===== src/frame_pkg.sv =====
// Constants, types and helpers shared by the radio frame assembler and its submodules.
// Assumes a single 100 MHz clock and frame bytes numbered from one.
package frame_pkg;

  // ==========================================================================
  // Timing
  localparam int CLK_PERIOD_NS   = 10;
  localparam int TENTH_NS        = 102_400_000;
  localparam int PAIRS_PER_TENTH = 125;
  localparam int TENTHS          = 10;
  localparam int PAIRS_PER_FRAME = 1250;
  localparam int TENTH_CYC       = TENTH_NS / CLK_PERIOD_NS;
  localparam int PAIR_CYC_DEF    = TENTH_CYC / PAIRS_PER_TENTH;
  localparam int PAIR_CNT_W      = 17;
  // Boxcar length of 8192 samples per pair at 10 Msample/s.
  localparam int DEC_SHIFT       = 13;

  // ==========================================================================
  // Frame layout
  localparam logic [12:0] FRAME_LEN   = 13'h13DA;
  localparam logic [12:0] ID_POS      = 13'h0001;
  localparam logic [12:0] I1_POS      = 13'h0002;
  localparam logic [12:0] STATUS_POS  = 13'h0004;
  localparam logic [12:0] Q1_POS      = 13'h0005;
  localparam logic [12:0] HEAD_LEN    = 13'h0006;
  localparam logic [12:0] RAD_POS     = 13'h0007;
  localparam logic [12:0] TAG_POS     = 13'h0016;
  localparam logic [12:0] FIELD_STEP  = 13'h0003;
  localparam logic [12:0] CHUNK_LEN   = 13'h01FC;
  localparam int          RAD_BYTES   = 5;
  localparam int          TAG_BYTES   = 3;
  localparam logic [7:0]  FRAME_ID    = 8'hB7;
  localparam int          STATUS_LSB  = 4;

  typedef enum logic [2:0] {
    SLOT_ID,
    SLOT_STATUS,
    SLOT_RAD,
    SLOT_TAG,
    SLOT_IQ
  } slot_kind_t;

  // Picks byte idx of an nbytes-wide value, most significant byte as idx 0.
  function automatic logic [7:0] pick_byte(input logic [39:0] v,
                                           input logic [2:0]  idx,
                                           input logic [2:0]  nbytes);
    logic [5:0]  amt;
    logic [39:0] sh;
    amt = {3'(nbytes - idx - 3'h1), 3'h0};
    sh  = v >> amt;
    return sh[7:0];
  endfunction : pick_byte

endpackage : frame_pkg


===== src/radio_frame_assembler.sv =====
// Radio frame assembler: radiometry, time tags and I/Q pairs interleaved into
// 5082-byte frames, streamed one byte at a time.
// Assumes the second strobe is asynchronous and the sample stream and input
// selection come from logic on mclk.
`timescale 1ns/1ps
module radio_frame_assembler
  import frame_pkg::*;
#(
  parameter int PAIR_CYCLES = PAIR_CYC_DEF
) (
  // Clock and reset
  input  wire logic               mclk,
  input  wire logic               sys_rst,
  // Timing strobe
  input  wire logic               second_strobe,
  // Sample stream
  input  wire logic               sample_valid,
  input  wire logic signed [15:0] sample_data,
  input  wire logic [2:0]         input_select,
  // Frame byte stream
  output logic [7:0]              out_byte,
  output logic                    out_valid,
  output logic                    out_first
);

  typedef enum logic [1:0] {
    ST_WAIT = 2'b01,
    ST_RUN  = 2'b10
  } state_t;

  typedef struct packed {
    state_t          state;
    logic [2:0]      sync;
    logic            strobe_lvl;
    logic [PAIR_CNT_W-1:0] pair_cyc;
    logic [6:0]      pair_idx;
    logic [3:0]      tenth;
    logic [39:0]     rad_acc;
    logic [39:0]     rad_snap;
    logic [23:0]     tag_cnt;
    logic [23:0]     tag_snap;
    logic [7:0]      status;
    logic [12:0]     pos;
    logic [1:0]      sub;
    logic            pair_avail;
    logic [15:0]     hold_i;
    logic [15:0]     hold_q;
    logic [7:0]      obyte;
    logic            ovalid;
    logic            ofirst;
  } fa_state_t;

  fa_state_t s_q;
  fa_state_t s_d;

  logic               strobe_rise;
  logic               go;
  logic               pair_tick;
  logic               tenth_tick;
  logic               frame_tick;
  logic [31:0]        sq;
  slot_kind_t         kind;
  logic [2:0]         byte_idx;
  logic               stall;
  logic               pair_valid;
  logic signed [15:0] pair_i;
  logic signed [15:0] pair_q;

  // ==========================================================================
  // Submodules
  frame_slot_decoder u_slot (
    .pos      (s_q.pos),
    .kind     (kind),
    .byte_idx (byte_idx)
  );

  iq_downconverter u_dc (
    .mclk         (mclk),
    .sys_rst      (sys_rst),
    .sample_valid (sample_valid),
    .sample_data  (sample_data),
    .restart      (go),
    .dump         (pair_tick),
    .pair_valid   (pair_valid),
    .pair_i       (pair_i),
    .pair_q       (pair_q)
  );

  // ==========================================================================
  // Event decode
  // Only the second and third stages are compared, so a metastable first
  // stage can never produce a false start.
  assign strobe_rise = (s_q.sync[1] == s_q.sync[2]) && s_q.sync[2] && !s_q.strobe_lvl;
  // framing begins on the first strobe edge after reset
  assign go          = (s_q.state == ST_WAIT) && strobe_rise;
  assign pair_tick   = (s_q.state == ST_RUN) &&
                       (s_q.pair_cyc == PAIR_CNT_W'(PAIR_CYCLES - 1));
  assign tenth_tick  = pair_tick && (s_q.pair_idx == 7'(PAIRS_PER_TENTH - 1));
  assign frame_tick  = tenth_tick && (s_q.tenth == 4'(TENTHS - 1));
  assign sq          = 32'(sample_data) * 32'(sample_data);
  // an I/Q slot waits for the next pair to be ready
  assign stall       = (kind == SLOT_IQ) && (s_q.sub == 2'h0) && !s_q.pair_avail;

  // ==========================================================================
  // Next state
  always_comb begin
    s_d        = s_q;
    s_d.sync   = {s_q.sync[1:0], second_strobe};
    s_d.ovalid = 1'b0;
    s_d.ofirst = 1'b0;
    if (s_q.sync[1] == s_q.sync[2]) begin
      s_d.strobe_lvl = s_q.sync[2];
    end

    unique case (s_q.state)
      ST_WAIT: begin
        if (go) begin
          s_d.state    = ST_RUN;
          s_d.pair_cyc = '0;
          s_d.pair_idx = 7'h00;
          s_d.tenth    = 4'h0;
          s_d.pos      = ID_POS;
          s_d.sub      = 2'h0;
          // first value of a fresh start covers no time
          s_d.rad_snap = 40'h00_0000_0000;
          // integration starts with the first frame
          s_d.rad_acc  = sample_valid ? 40'(sq) : 40'h00_0000_0000;
          // the first tag after start is zero
          s_d.tag_snap = 24'h00_0000;
          s_d.tag_cnt  = 24'h00_0001;
          s_d.status   = 8'({input_select, 4'h0});
        end
      end
      ST_RUN: begin
        // the frame timer free-runs; framing never stops once begun
        s_d.pair_cyc = s_q.pair_cyc + PAIR_CNT_W'(1);
        if (pair_tick) begin
          s_d.pair_cyc = '0;
          s_d.pair_idx = s_q.pair_idx + 7'h01;
        end
        if (tenth_tick) begin
          s_d.pair_idx = 7'h00;
          s_d.tenth    = s_q.tenth + 4'h1;
        end

        // square and sum at the sample rate
        if (sample_valid) begin
          s_d.rad_acc = s_q.rad_acc + 40'(sq);
        end
        // snapshot every tenth of a frame
        if (tenth_tick) begin
          s_d.rad_snap = s_q.rad_acc;
          s_d.tag_snap = s_q.tag_cnt;
          // the tag keeps counting across frames
          s_d.tag_cnt  = s_q.tag_cnt + 24'h00_0001;
        end
        if (frame_tick) begin
          s_d.tenth   = 4'h0;
          s_d.rad_acc = sample_valid ? 40'(sq) : 40'h00_0000_0000;
          s_d.status  = 8'({input_select, 4'h0});
        end

        // Serializer walks positions independently of frame timing; it reaches
        // each I/Q slot tens of thousands of cycles early and stalls for the pair.
        if (!stall) begin
          // one byte per cycle in position order
          s_d.ovalid = 1'b1;
          s_d.ofirst = (s_q.pos == ID_POS);
          s_d.pos    = (s_q.pos == FRAME_LEN) ? ID_POS : s_q.pos + 13'h0001;
          unique case (kind)
            SLOT_ID:     s_d.obyte = FRAME_ID;
            SLOT_STATUS: s_d.obyte = s_q.status;
            SLOT_RAD:    s_d.obyte = pick_byte(s_q.rad_snap, byte_idx, 3'(RAD_BYTES));
            SLOT_TAG:    s_d.obyte = pick_byte(40'(s_q.tag_snap), byte_idx, 3'(TAG_BYTES));
            SLOT_IQ: begin
              // I high, I low, Q high, Q low
              unique case (s_q.sub)
                2'h0: s_d.obyte = s_q.hold_i[15:8];
                2'h1: s_d.obyte = s_q.hold_i[7:0];
                2'h2: s_d.obyte = s_q.hold_q[15:8];
                2'h3: s_d.obyte = s_q.hold_q[7:0];
              endcase
              s_d.sub = s_q.sub + 2'h1;
              if (s_q.sub == 2'h3) begin
                s_d.pair_avail = 1'b0;
              end
            end
            default: s_d.obyte = 8'h00;
          endcase
        end
      end
      default: s_d.state = ST_WAIT;
    endcase

    // a new pair is taken after any clear so it is never lost
    if (pair_valid) begin
      s_d.hold_i     = pair_i;
      s_d.hold_q     = pair_q;
      s_d.pair_avail = 1'b1;
    end
  end

  always_ff @(posedge mclk or posedge sys_rst) begin
    if (sys_rst) begin
      s_q       <= '0;
      s_q.state <= ST_WAIT;
    end else begin
      s_q <= s_d;
    end
  end

  assign out_byte  = s_q.obyte;
  assign out_valid = s_q.ovalid;
  assign out_first = s_q.ofirst;

  // ==========================================================================
  // Checks
  chk_acc_square: assert property (
    @(posedge mclk) disable iff (sys_rst)
    (s_q.state == ST_RUN) && sample_valid && !frame_tick |=>
      s_q.rad_acc == $past(s_q.rad_acc) + 40'($past(sq)))
    else $error("power accumulator did not add the squared sample");

  chk_acc_clear: assert property (
    @(posedge mclk) disable iff (sys_rst)
    frame_tick |=>
      s_q.rad_acc == ($past(sample_valid) ? 40'($past(sq)) : 40'h00_0000_0000))
    else $error("accumulator not cleared at frame start");

  chk_rad_snap: assert property (
    @(posedge mclk) disable iff (sys_rst)
    tenth_tick |=> s_q.rad_snap == $past(s_q.rad_acc))
    else $error("radiometry snapshot wrong at tenth boundary");

  chk_tag_start: assert property (
    @(posedge mclk) disable iff (sys_rst)
    go |=> s_q.tag_snap == 24'h00_0000 ##0 s_q.tag_cnt == 24'h00_0001)
    else $error("time tag did not start at zero");

  chk_tag_step: assert property (
    @(posedge mclk) disable iff (sys_rst)
    tenth_tick |=> s_q.tag_cnt == $past(s_q.tag_cnt) + 24'h00_0001)
    else $error("time tag did not step by one");

  chk_id_marker: assert property (
    @(posedge mclk) disable iff (sys_rst)
    out_first |-> out_valid && out_byte == FRAME_ID)
    else $error("first byte is not the frame marker");

  chk_first_pos: assert property (
    @(posedge mclk) disable iff (sys_rst)
    (s_q.state == ST_RUN) && !stall && s_q.pos == ID_POS |=> out_first)
    else $error("first-byte marker missing");

  chk_status_bits: assert property (
    @(posedge mclk) disable iff (sys_rst)
    (s_q.state == ST_RUN) && !stall && kind == SLOT_STATUS |=>
      out_valid && out_byte[7] == 1'b0 && out_byte[3:0] == 4'h0)
    else $error("status byte has stray bits");

  chk_pos_wrap: assert property (
    @(posedge mclk) disable iff (sys_rst)
    (s_q.state == ST_RUN) && !stall && s_q.pos == FRAME_LEN |=> s_q.pos == ID_POS)
    else $error("frame length is wrong");

  chk_idle_quiet: assert property (
    @(posedge mclk) disable iff (sys_rst)
    (s_q.state == ST_WAIT) |=> !out_valid)
    else $error("bytes emitted before start strobe");

  chk_pair_order: assert property (
    @(posedge mclk) disable iff (sys_rst)
    (s_q.state == ST_RUN) && kind == SLOT_IQ && !stall && s_q.sub == 2'h3 |=>
      s_q.sub == 2'h0 && (!s_q.pair_avail || $past(pair_valid)))
    else $error("I/Q pair not consumed as a unit");

  chk_run_holds: assert property (
    @(posedge mclk) disable iff (sys_rst)
    (s_q.state == ST_RUN) |=> (s_q.state == ST_RUN))
    else $error("framing stopped after start");

  // A pair may only land on a full holding register in the cycle that empties it.
  chk_pair_kept: assert property (
    @(posedge mclk) disable iff (sys_rst)
    pair_valid && s_q.pair_avail |->
      (kind == SLOT_IQ) && (s_q.sub == 2'h3) && !stall)
    else $error("I/Q pair overwritten before it was sent");

  chk_status_pos: assert property (
    @(posedge mclk) disable iff (sys_rst)
    (s_q.state == ST_RUN) && s_q.pos == STATUS_POS |-> kind == SLOT_STATUS)
    else $error("status byte not at its position");

  chk_tag_slot: assert property (
    @(posedge mclk) disable iff (sys_rst)
    (s_q.state == ST_RUN) && s_q.pos == TAG_POS |-> kind == SLOT_TAG && byte_idx == 3'h0)
    else $error("first time tag byte misplaced");

  cov_start: cover property (@(posedge mclk) disable iff (sys_rst) go);
  cov_frame: cover property (@(posedge mclk) disable iff (sys_rst) frame_tick);
  cov_rad:   cover property (@(posedge mclk) disable iff (sys_rst)
                             (s_q.state == ST_RUN) && !stall && kind == SLOT_RAD);
  cov_wrap:  cover property (@(posedge mclk) disable iff (sys_rst)
                             (s_q.state == ST_RUN) && !stall && s_q.pos == FRAME_LEN);

endmodule : radio_frame_assembler


===== src/frame_slot_decoder.sv =====
// Maps a frame byte position to the field that owns it.
// Pure combinational; position is 1..5082 from the framer.
`timescale 1ns/1ps
module frame_slot_decoder
  import frame_pkg::*;
(
  // Position in
  input  wire logic [12:0] pos,
  // Slot out
  output slot_kind_t       kind,
  output logic [2:0]       byte_idx
);

  logic [12:0] off;
  logic [12:0] chunk;
  logic [12:0] rem;
  logic [12:0] row;
  logic [12:0] col;

  // ==========================================================================
  // Decode
  always_comb begin
    off      = pos - RAD_POS;
    chunk    = off / CHUNK_LEN;
    rem      = off - 13'(chunk * CHUNK_LEN);
    row      = rem / FIELD_STEP;
    col      = rem - 13'(row * FIELD_STEP);
    kind     = SLOT_IQ;
    byte_idx = 3'h0;
    if (pos == ID_POS) begin
      kind = SLOT_ID;
    end else if (pos == STATUS_POS) begin
      kind = SLOT_STATUS;
    end else if (pos <= HEAD_LEN) begin
      kind = SLOT_IQ;
    end else if (row < 13'(RAD_BYTES) && col == 13'h0000) begin
      kind     = SLOT_RAD;
      byte_idx = row[2:0];
    // tag bytes follow in same column
    end else if (row < 13'(RAD_BYTES + TAG_BYTES) && col == 13'h0000) begin
      kind     = SLOT_TAG;
      byte_idx = 3'(row - 13'(RAD_BYTES));
    end else begin
      kind = SLOT_IQ;
    end
  end

endmodule : frame_slot_decoder


===== src/iq_downconverter.sv =====
// Mixes the sample stream from a quarter-rate IF to zero and integrates
// each pair interval into one I/Q pair. Samples arrive from same-clock logic.
`timescale 1ns/1ps
module iq_downconverter
  import frame_pkg::*;
(
  // Clock and reset
  input  wire logic               mclk,
  input  wire logic               sys_rst,
  // Samples
  input  wire logic               sample_valid,
  input  wire logic signed [15:0] sample_data,
  // Control from framer
  input  wire logic               restart,
  input  wire logic               dump,
  // Pair out
  output logic                    pair_valid,
  output logic signed [15:0]      pair_i,
  output logic signed [15:0]      pair_q
);

  typedef struct packed {
    logic [1:0]         phase;
    logic signed [31:0] acc_i;
    logic signed [31:0] acc_q;
    logic               valid;
    logic signed [15:0] out_i;
    logic signed [15:0] out_q;
  } dc_state_t;

  dc_state_t s_q;
  dc_state_t s_d;

  logic signed [31:0] x;
  logic signed [31:0] add_i;
  logic signed [31:0] add_q;

  // ==========================================================================
  // Mixer and integrate-and-dump
  always_comb begin
    s_d   = s_q;
    x     = 32'(sample_data);
    add_i = 32'sh0000_0000;
    add_q = 32'sh0000_0000;
    // the IF sits at a quarter of the sample rate, so the
    // oscillator reduces to 1, -j, -1, +j and needs no multiplier.
    if (sample_valid) begin
      unique case (s_q.phase)
        2'h0: add_i = x;
        2'h1: add_q = -x;
        2'h2: add_i = -x;
        2'h3: add_q = x;
      endcase
      s_d.phase = s_q.phase + 2'h1;
    end
    s_d.valid = 1'b0;
    if (restart) begin
      s_d.phase = 2'h0;
      s_d.acc_i = 32'sh0000_0000;
      s_d.acc_q = 32'sh0000_0000;
    end else if (dump) begin
      // boxcar output scaled back to 16-bit signed
      s_d.out_i = s_q.acc_i[DEC_SHIFT+15:DEC_SHIFT];
      s_d.out_q = s_q.acc_q[DEC_SHIFT+15:DEC_SHIFT];
      s_d.valid = 1'b1;
      s_d.acc_i = add_i;
      s_d.acc_q = add_q;
    end else begin
      s_d.acc_i = s_q.acc_i + add_i;
      s_d.acc_q = s_q.acc_q + add_q;
    end
  end

  always_ff @(posedge mclk or posedge sys_rst) begin
    if (sys_rst) begin
      s_q <= '0;
    end else begin
      s_q <= s_d;
    end
  end

  assign pair_valid = s_q.valid;
  assign pair_i     = s_q.out_i;
  assign pair_q     = s_q.out_q;

endmodule : iq_downconverter


===== config.mk =====
export PLATFORM = sky130hd
export DESIGN_NAME = radio_frame_assembler
export DESIGN_NICKNAME = d
export VERILOG_FILES = /design/src/frame_pkg.sv /design/src/radio_frame_assembler.sv /design/src/frame_slot_decoder.sv /design/src/iq_downconverter.sv
export SDC_FILE = /design/constraint.sdc
export NUM_CORES = 2
export LEC_CHECK = 0
export CAP_MARGIN = 20
export CELL_PAD_IN_SITES_DETAIL_PLACEMENT = 2
export CELL_PAD_IN_SITES_GLOBAL_PLACEMENT = 2
export CORE_MARGIN = 1
export CORE_UTILIZATION = 45
export CTS_CLUSTER_SIZE = 40
export DETAILED_ROUTE_END_ITERATION = 7
export DONT_BUFFER_PORTS = 1
export GPL_ROUTABILITY_DRIVEN = 0
export PLACE_DENSITY_LB_ADDON = 0.1
export RECOVER_POWER = 25
export SETUP_SLACK_MARGIN = 0.15
export SLEW_MARGIN = 20
export SYNTH_ARGS = -nofsm -noshare
export SYNTH_HDL_FRONTEND = slang
export SYNTH_HIERARCHICAL = 1
export SYNTH_SLANG_ARGS = --single-unit

===== constraint.sdc =====
create_clock -name mclk -period 28.7 [get_ports mclk]
set_clock_uncertainty 0.1 [all_clocks]
set_input_delay 5.74 -clock mclk [delete_from_list [all_inputs] [get_ports mclk]]
set_output_delay 5.74 -clock mclk [all_outputs]
set_load 0.01 [all_outputs]

==> results.yml <==
outcome:
  outcome: "finished with violations"
  violations: "max-capacitance violations, max-slew violations"
detailed_routing:
  wirelength_um: 117000
  route.vias.total: 29300
  wl_per_cell_um: 24.0
  detail-route-antenna-nets: 0
  drc: 0
  viasPerCell: 6.00
  drt_iter0_markers: 1282
  drt_first_pass_iters: 6
setup_path:
  endpoint_kind: "flop"
  crit_type: "reg -> reg"
  max_stage_delay_ns: 0.85
  crit_family: "compound AO/OA/AOI/OAI gates"
  cp_max_fo: 20
  cp.arrival_ns: 21.59
  cp.required_ns: 29.07
  crit_slowest_cell: "nor4b_4"
  crit_path_frequent_cell: "a21oi_1"
  cp-start-kind: "flop"
  r2r_start: "s_q[49]$_DFFE_PP0P_"
  worst-path-buf-inv: 3
  startpoint: "s_q[49]$_DFFE_PP0P_"
min_path:
  hp-class: "reg -> reg"
  min_from: "s_d[224]$_DFF_PP0_"
global_route:
  grt_pass1_vias: 34200
  overflow: 0
  track_usage_pct: 30.7
  grt_max_degree: 102
  grt_first_pass_wirelength_um: 190000
  antenna_found_initial: 1
sta:
  fmax_mhz: 47.1
  min_period_over_period_pct: 73.9
  rsz0062_at_grt: "no"
  finalSetupTns_ns: 0
  worst_slew_pin_slew_ns: 3.39
  setup_viol: 0
  slew_violations: 263
  maxSlewHeadroom_pct: -126
  hold_violations: 0
  fin_crit_ns: 21.22
clock_network:
  ctsResizeCount: 0
  cts_tree: "yes"
  cts_setup_buffers: 0
  cts_sinks: 316
  clockBufferDepth: 3
  path_clk_slew_ns: 0.06
  htreeDepth: 2
  cts_root_buf: "clkbuf_16"
  cts-buffers-inserted: 42
  clock_latency_ns: 0.60
  cts_hold_buffers: 0
finish:
  drive_above_1_share_pct: 5.51
  syn2layout_area_growth_pct: 5.17
  nets: 4395
floorplanning:
  dieWidth_um: 278
  start_util_pct: 45.8
  core_sq_um: 74800
  dieArea_sq_um: 77200
  fp-row-count: 100
  die_height_um: 278
  num_io_pins: 33
synthesis:
  syn_nets: 4555
  syn_area_sq_um: 34200
  synthArstFlopShare_pct: 100
  synth.area.top_cells: "dfrtp_1 23%, fa_1 15%, ha_1 8.1%, nand2_1 5.6%, inv_1 5.1%"
  yosysWarnings: 6
  synth_edf_count: 0
  ys_types: 128
  syn_inst: 4048
  synth_area_leader_cell: "dfrtp_1"
  ys.flop_type: "dfrtp_1"
  ys_seq_area_share_pct: 23.1
  syn_area_per_cell_sq_um: 8.46
  synth_top_area_share_pct: 23.0
  synth-seq-cells: 316
place:
  dp_hpwl_um: 89200
  port-buffer-count: 0
job:
  maxCapViolations: 6
[cells by family (layout without fill, tap and decap cells)]
group | after synthesis | after routing | synth area share (%)
simple gates | 1326 | 1326 | 18.5
compound gates | 894 | 894 | 17.4
buf+inv | 702 | 574 | 8.29
fa+ha+maj | 500 | 500 | 23.9
flops | 316 | 316 | 23.1
xor+xnor | 220 | 220 | 5.73
mux | 90 | 90 | 3.06
other cells | 0 | 2 | 0
[cells in the mapped netlist, types with 45 or more instances]
master    number
nand3_1       78
nor3_1        58
nand2_1      508
and2_1        68
dfrtp_1      315
a21oi_1      205
nor2_1       310
a21o_1        45
nand2b_1      49
ha_1         221
xor2_1        82
fa_1         263
o21ai_0      226
clkbuf_1     153
inv_1        469
xnor2_1      134
[flip-flops by register name, summed over array words and instances (netlist names)]
signal	flops
u_dc/pair_q	16
out_byte	8
s_d	2
u_dc/pair_i	16
u_dc/s_q	60
out_first	1
u_dc/pair_valid	1
out_valid	1
s_q	211
[cells in the final DEF (no fill, tap or decap), types with 15 or more instances in the layout]
cell type  synthesis  final
ha_1             221    221
or3_1             41     41
maj3_1            15     15
xnor2_1          134    134
o211ai_1          16     16
o31ai_1           23     23
a21oi_1          205    205
o21bai_1          20     20
o21ai_1           44     43
clkbuf_16          0     42
nand2_1          508    509
nor4_1            27     27
a221oi_1          16     16
nor2b_1           23     23
and2_1            68     68
mux2i_1           44     44
nand4_1           24     24
a22oi_1           23     23
o21ai_0          226    226
o21a_1            26     26
mux2_2            38     38
nor2_1           310    309
nand2b_1          49     49
a31oi_1           27     27
a21o_1            45     45
inv_1            469    468
xor2_1            82     82
fa_1             263    263
o22ai_1           26     26
nand3_1           78     78
dfrtp_1          315    315
and3_1            43     43
nor3_1            58     58
a211oi_1          24     24
[metal layers]
metal	vias to the layer above	track usage [%]	part of all wire, %
li1	13400	-	-
met3	206	3.55	3.0
met1	15300	37.2	42
met5	-	0	0
met2	476	55.9	52
met4	0	10.4	3.1
[final cells by class]
cell class | instances | area (sq um)
Tap cell | 969 | 1210
Clock inverter | 19 | 224
Sequential cell | 316 | 7910
Fill cell | 8239 | 38800
Timing Repair Buffer | 20 | 136
Antenna cell | 2 | 5.00
Clock buffer | 57 | 1220
Inverter | 478 | 1800
Multi-Input combinational cell | 3030 | 23500
[worst paths after layout]
kind                                                end  slack (ns)  cells after the start
min in group asynchronous        u_dc/s_q[40]$_DFF_PP0_        5.00                      1
worst max register to register  out_byte[7]$_DFFE_PP0P_        7.48                     79
worst min-delay path                 s_d[225]$_DFF_PP0_        0.26                      0
worst max-delay path            out_byte[7]$_DFFE_PP0P_        7.48                     79
max in group asynchronous            s_d[224]$_DFF_PP0_       22.03                      2
worst min register to register       s_d[225]$_DFF_PP0_        0.26                      0
[stage by stage]
| step | setup WS [ns] | cells | cell area [sq um] | util, % | hold WS (ns) |
|---|---|---|---|---|---|
| 6_report | 7.48 | 4891 | 36000 | 48.1 | 0.259 |
| 3_3_place_gp | 8.85 | 4812 | 34600 | 46.2 | 0.243 |
| 3_5_place_dp | 7.18 | 4812 | 34600 | 46.2 | 0.240 |
| 5_1_grt | 5.68 | 4889 | 36000 | 48.1 | 0.270 |
| 4_1_cts | 7.14 | 4888 | 36000 | 48.1 | 0.260 |
| 2_1_floorplan | 10.86 | 4048 | 34200 | - | 0.231 |
Power is not shown: default switching activity piles up to over one toggle a cycle in this logic, so the estimate is an artifact.
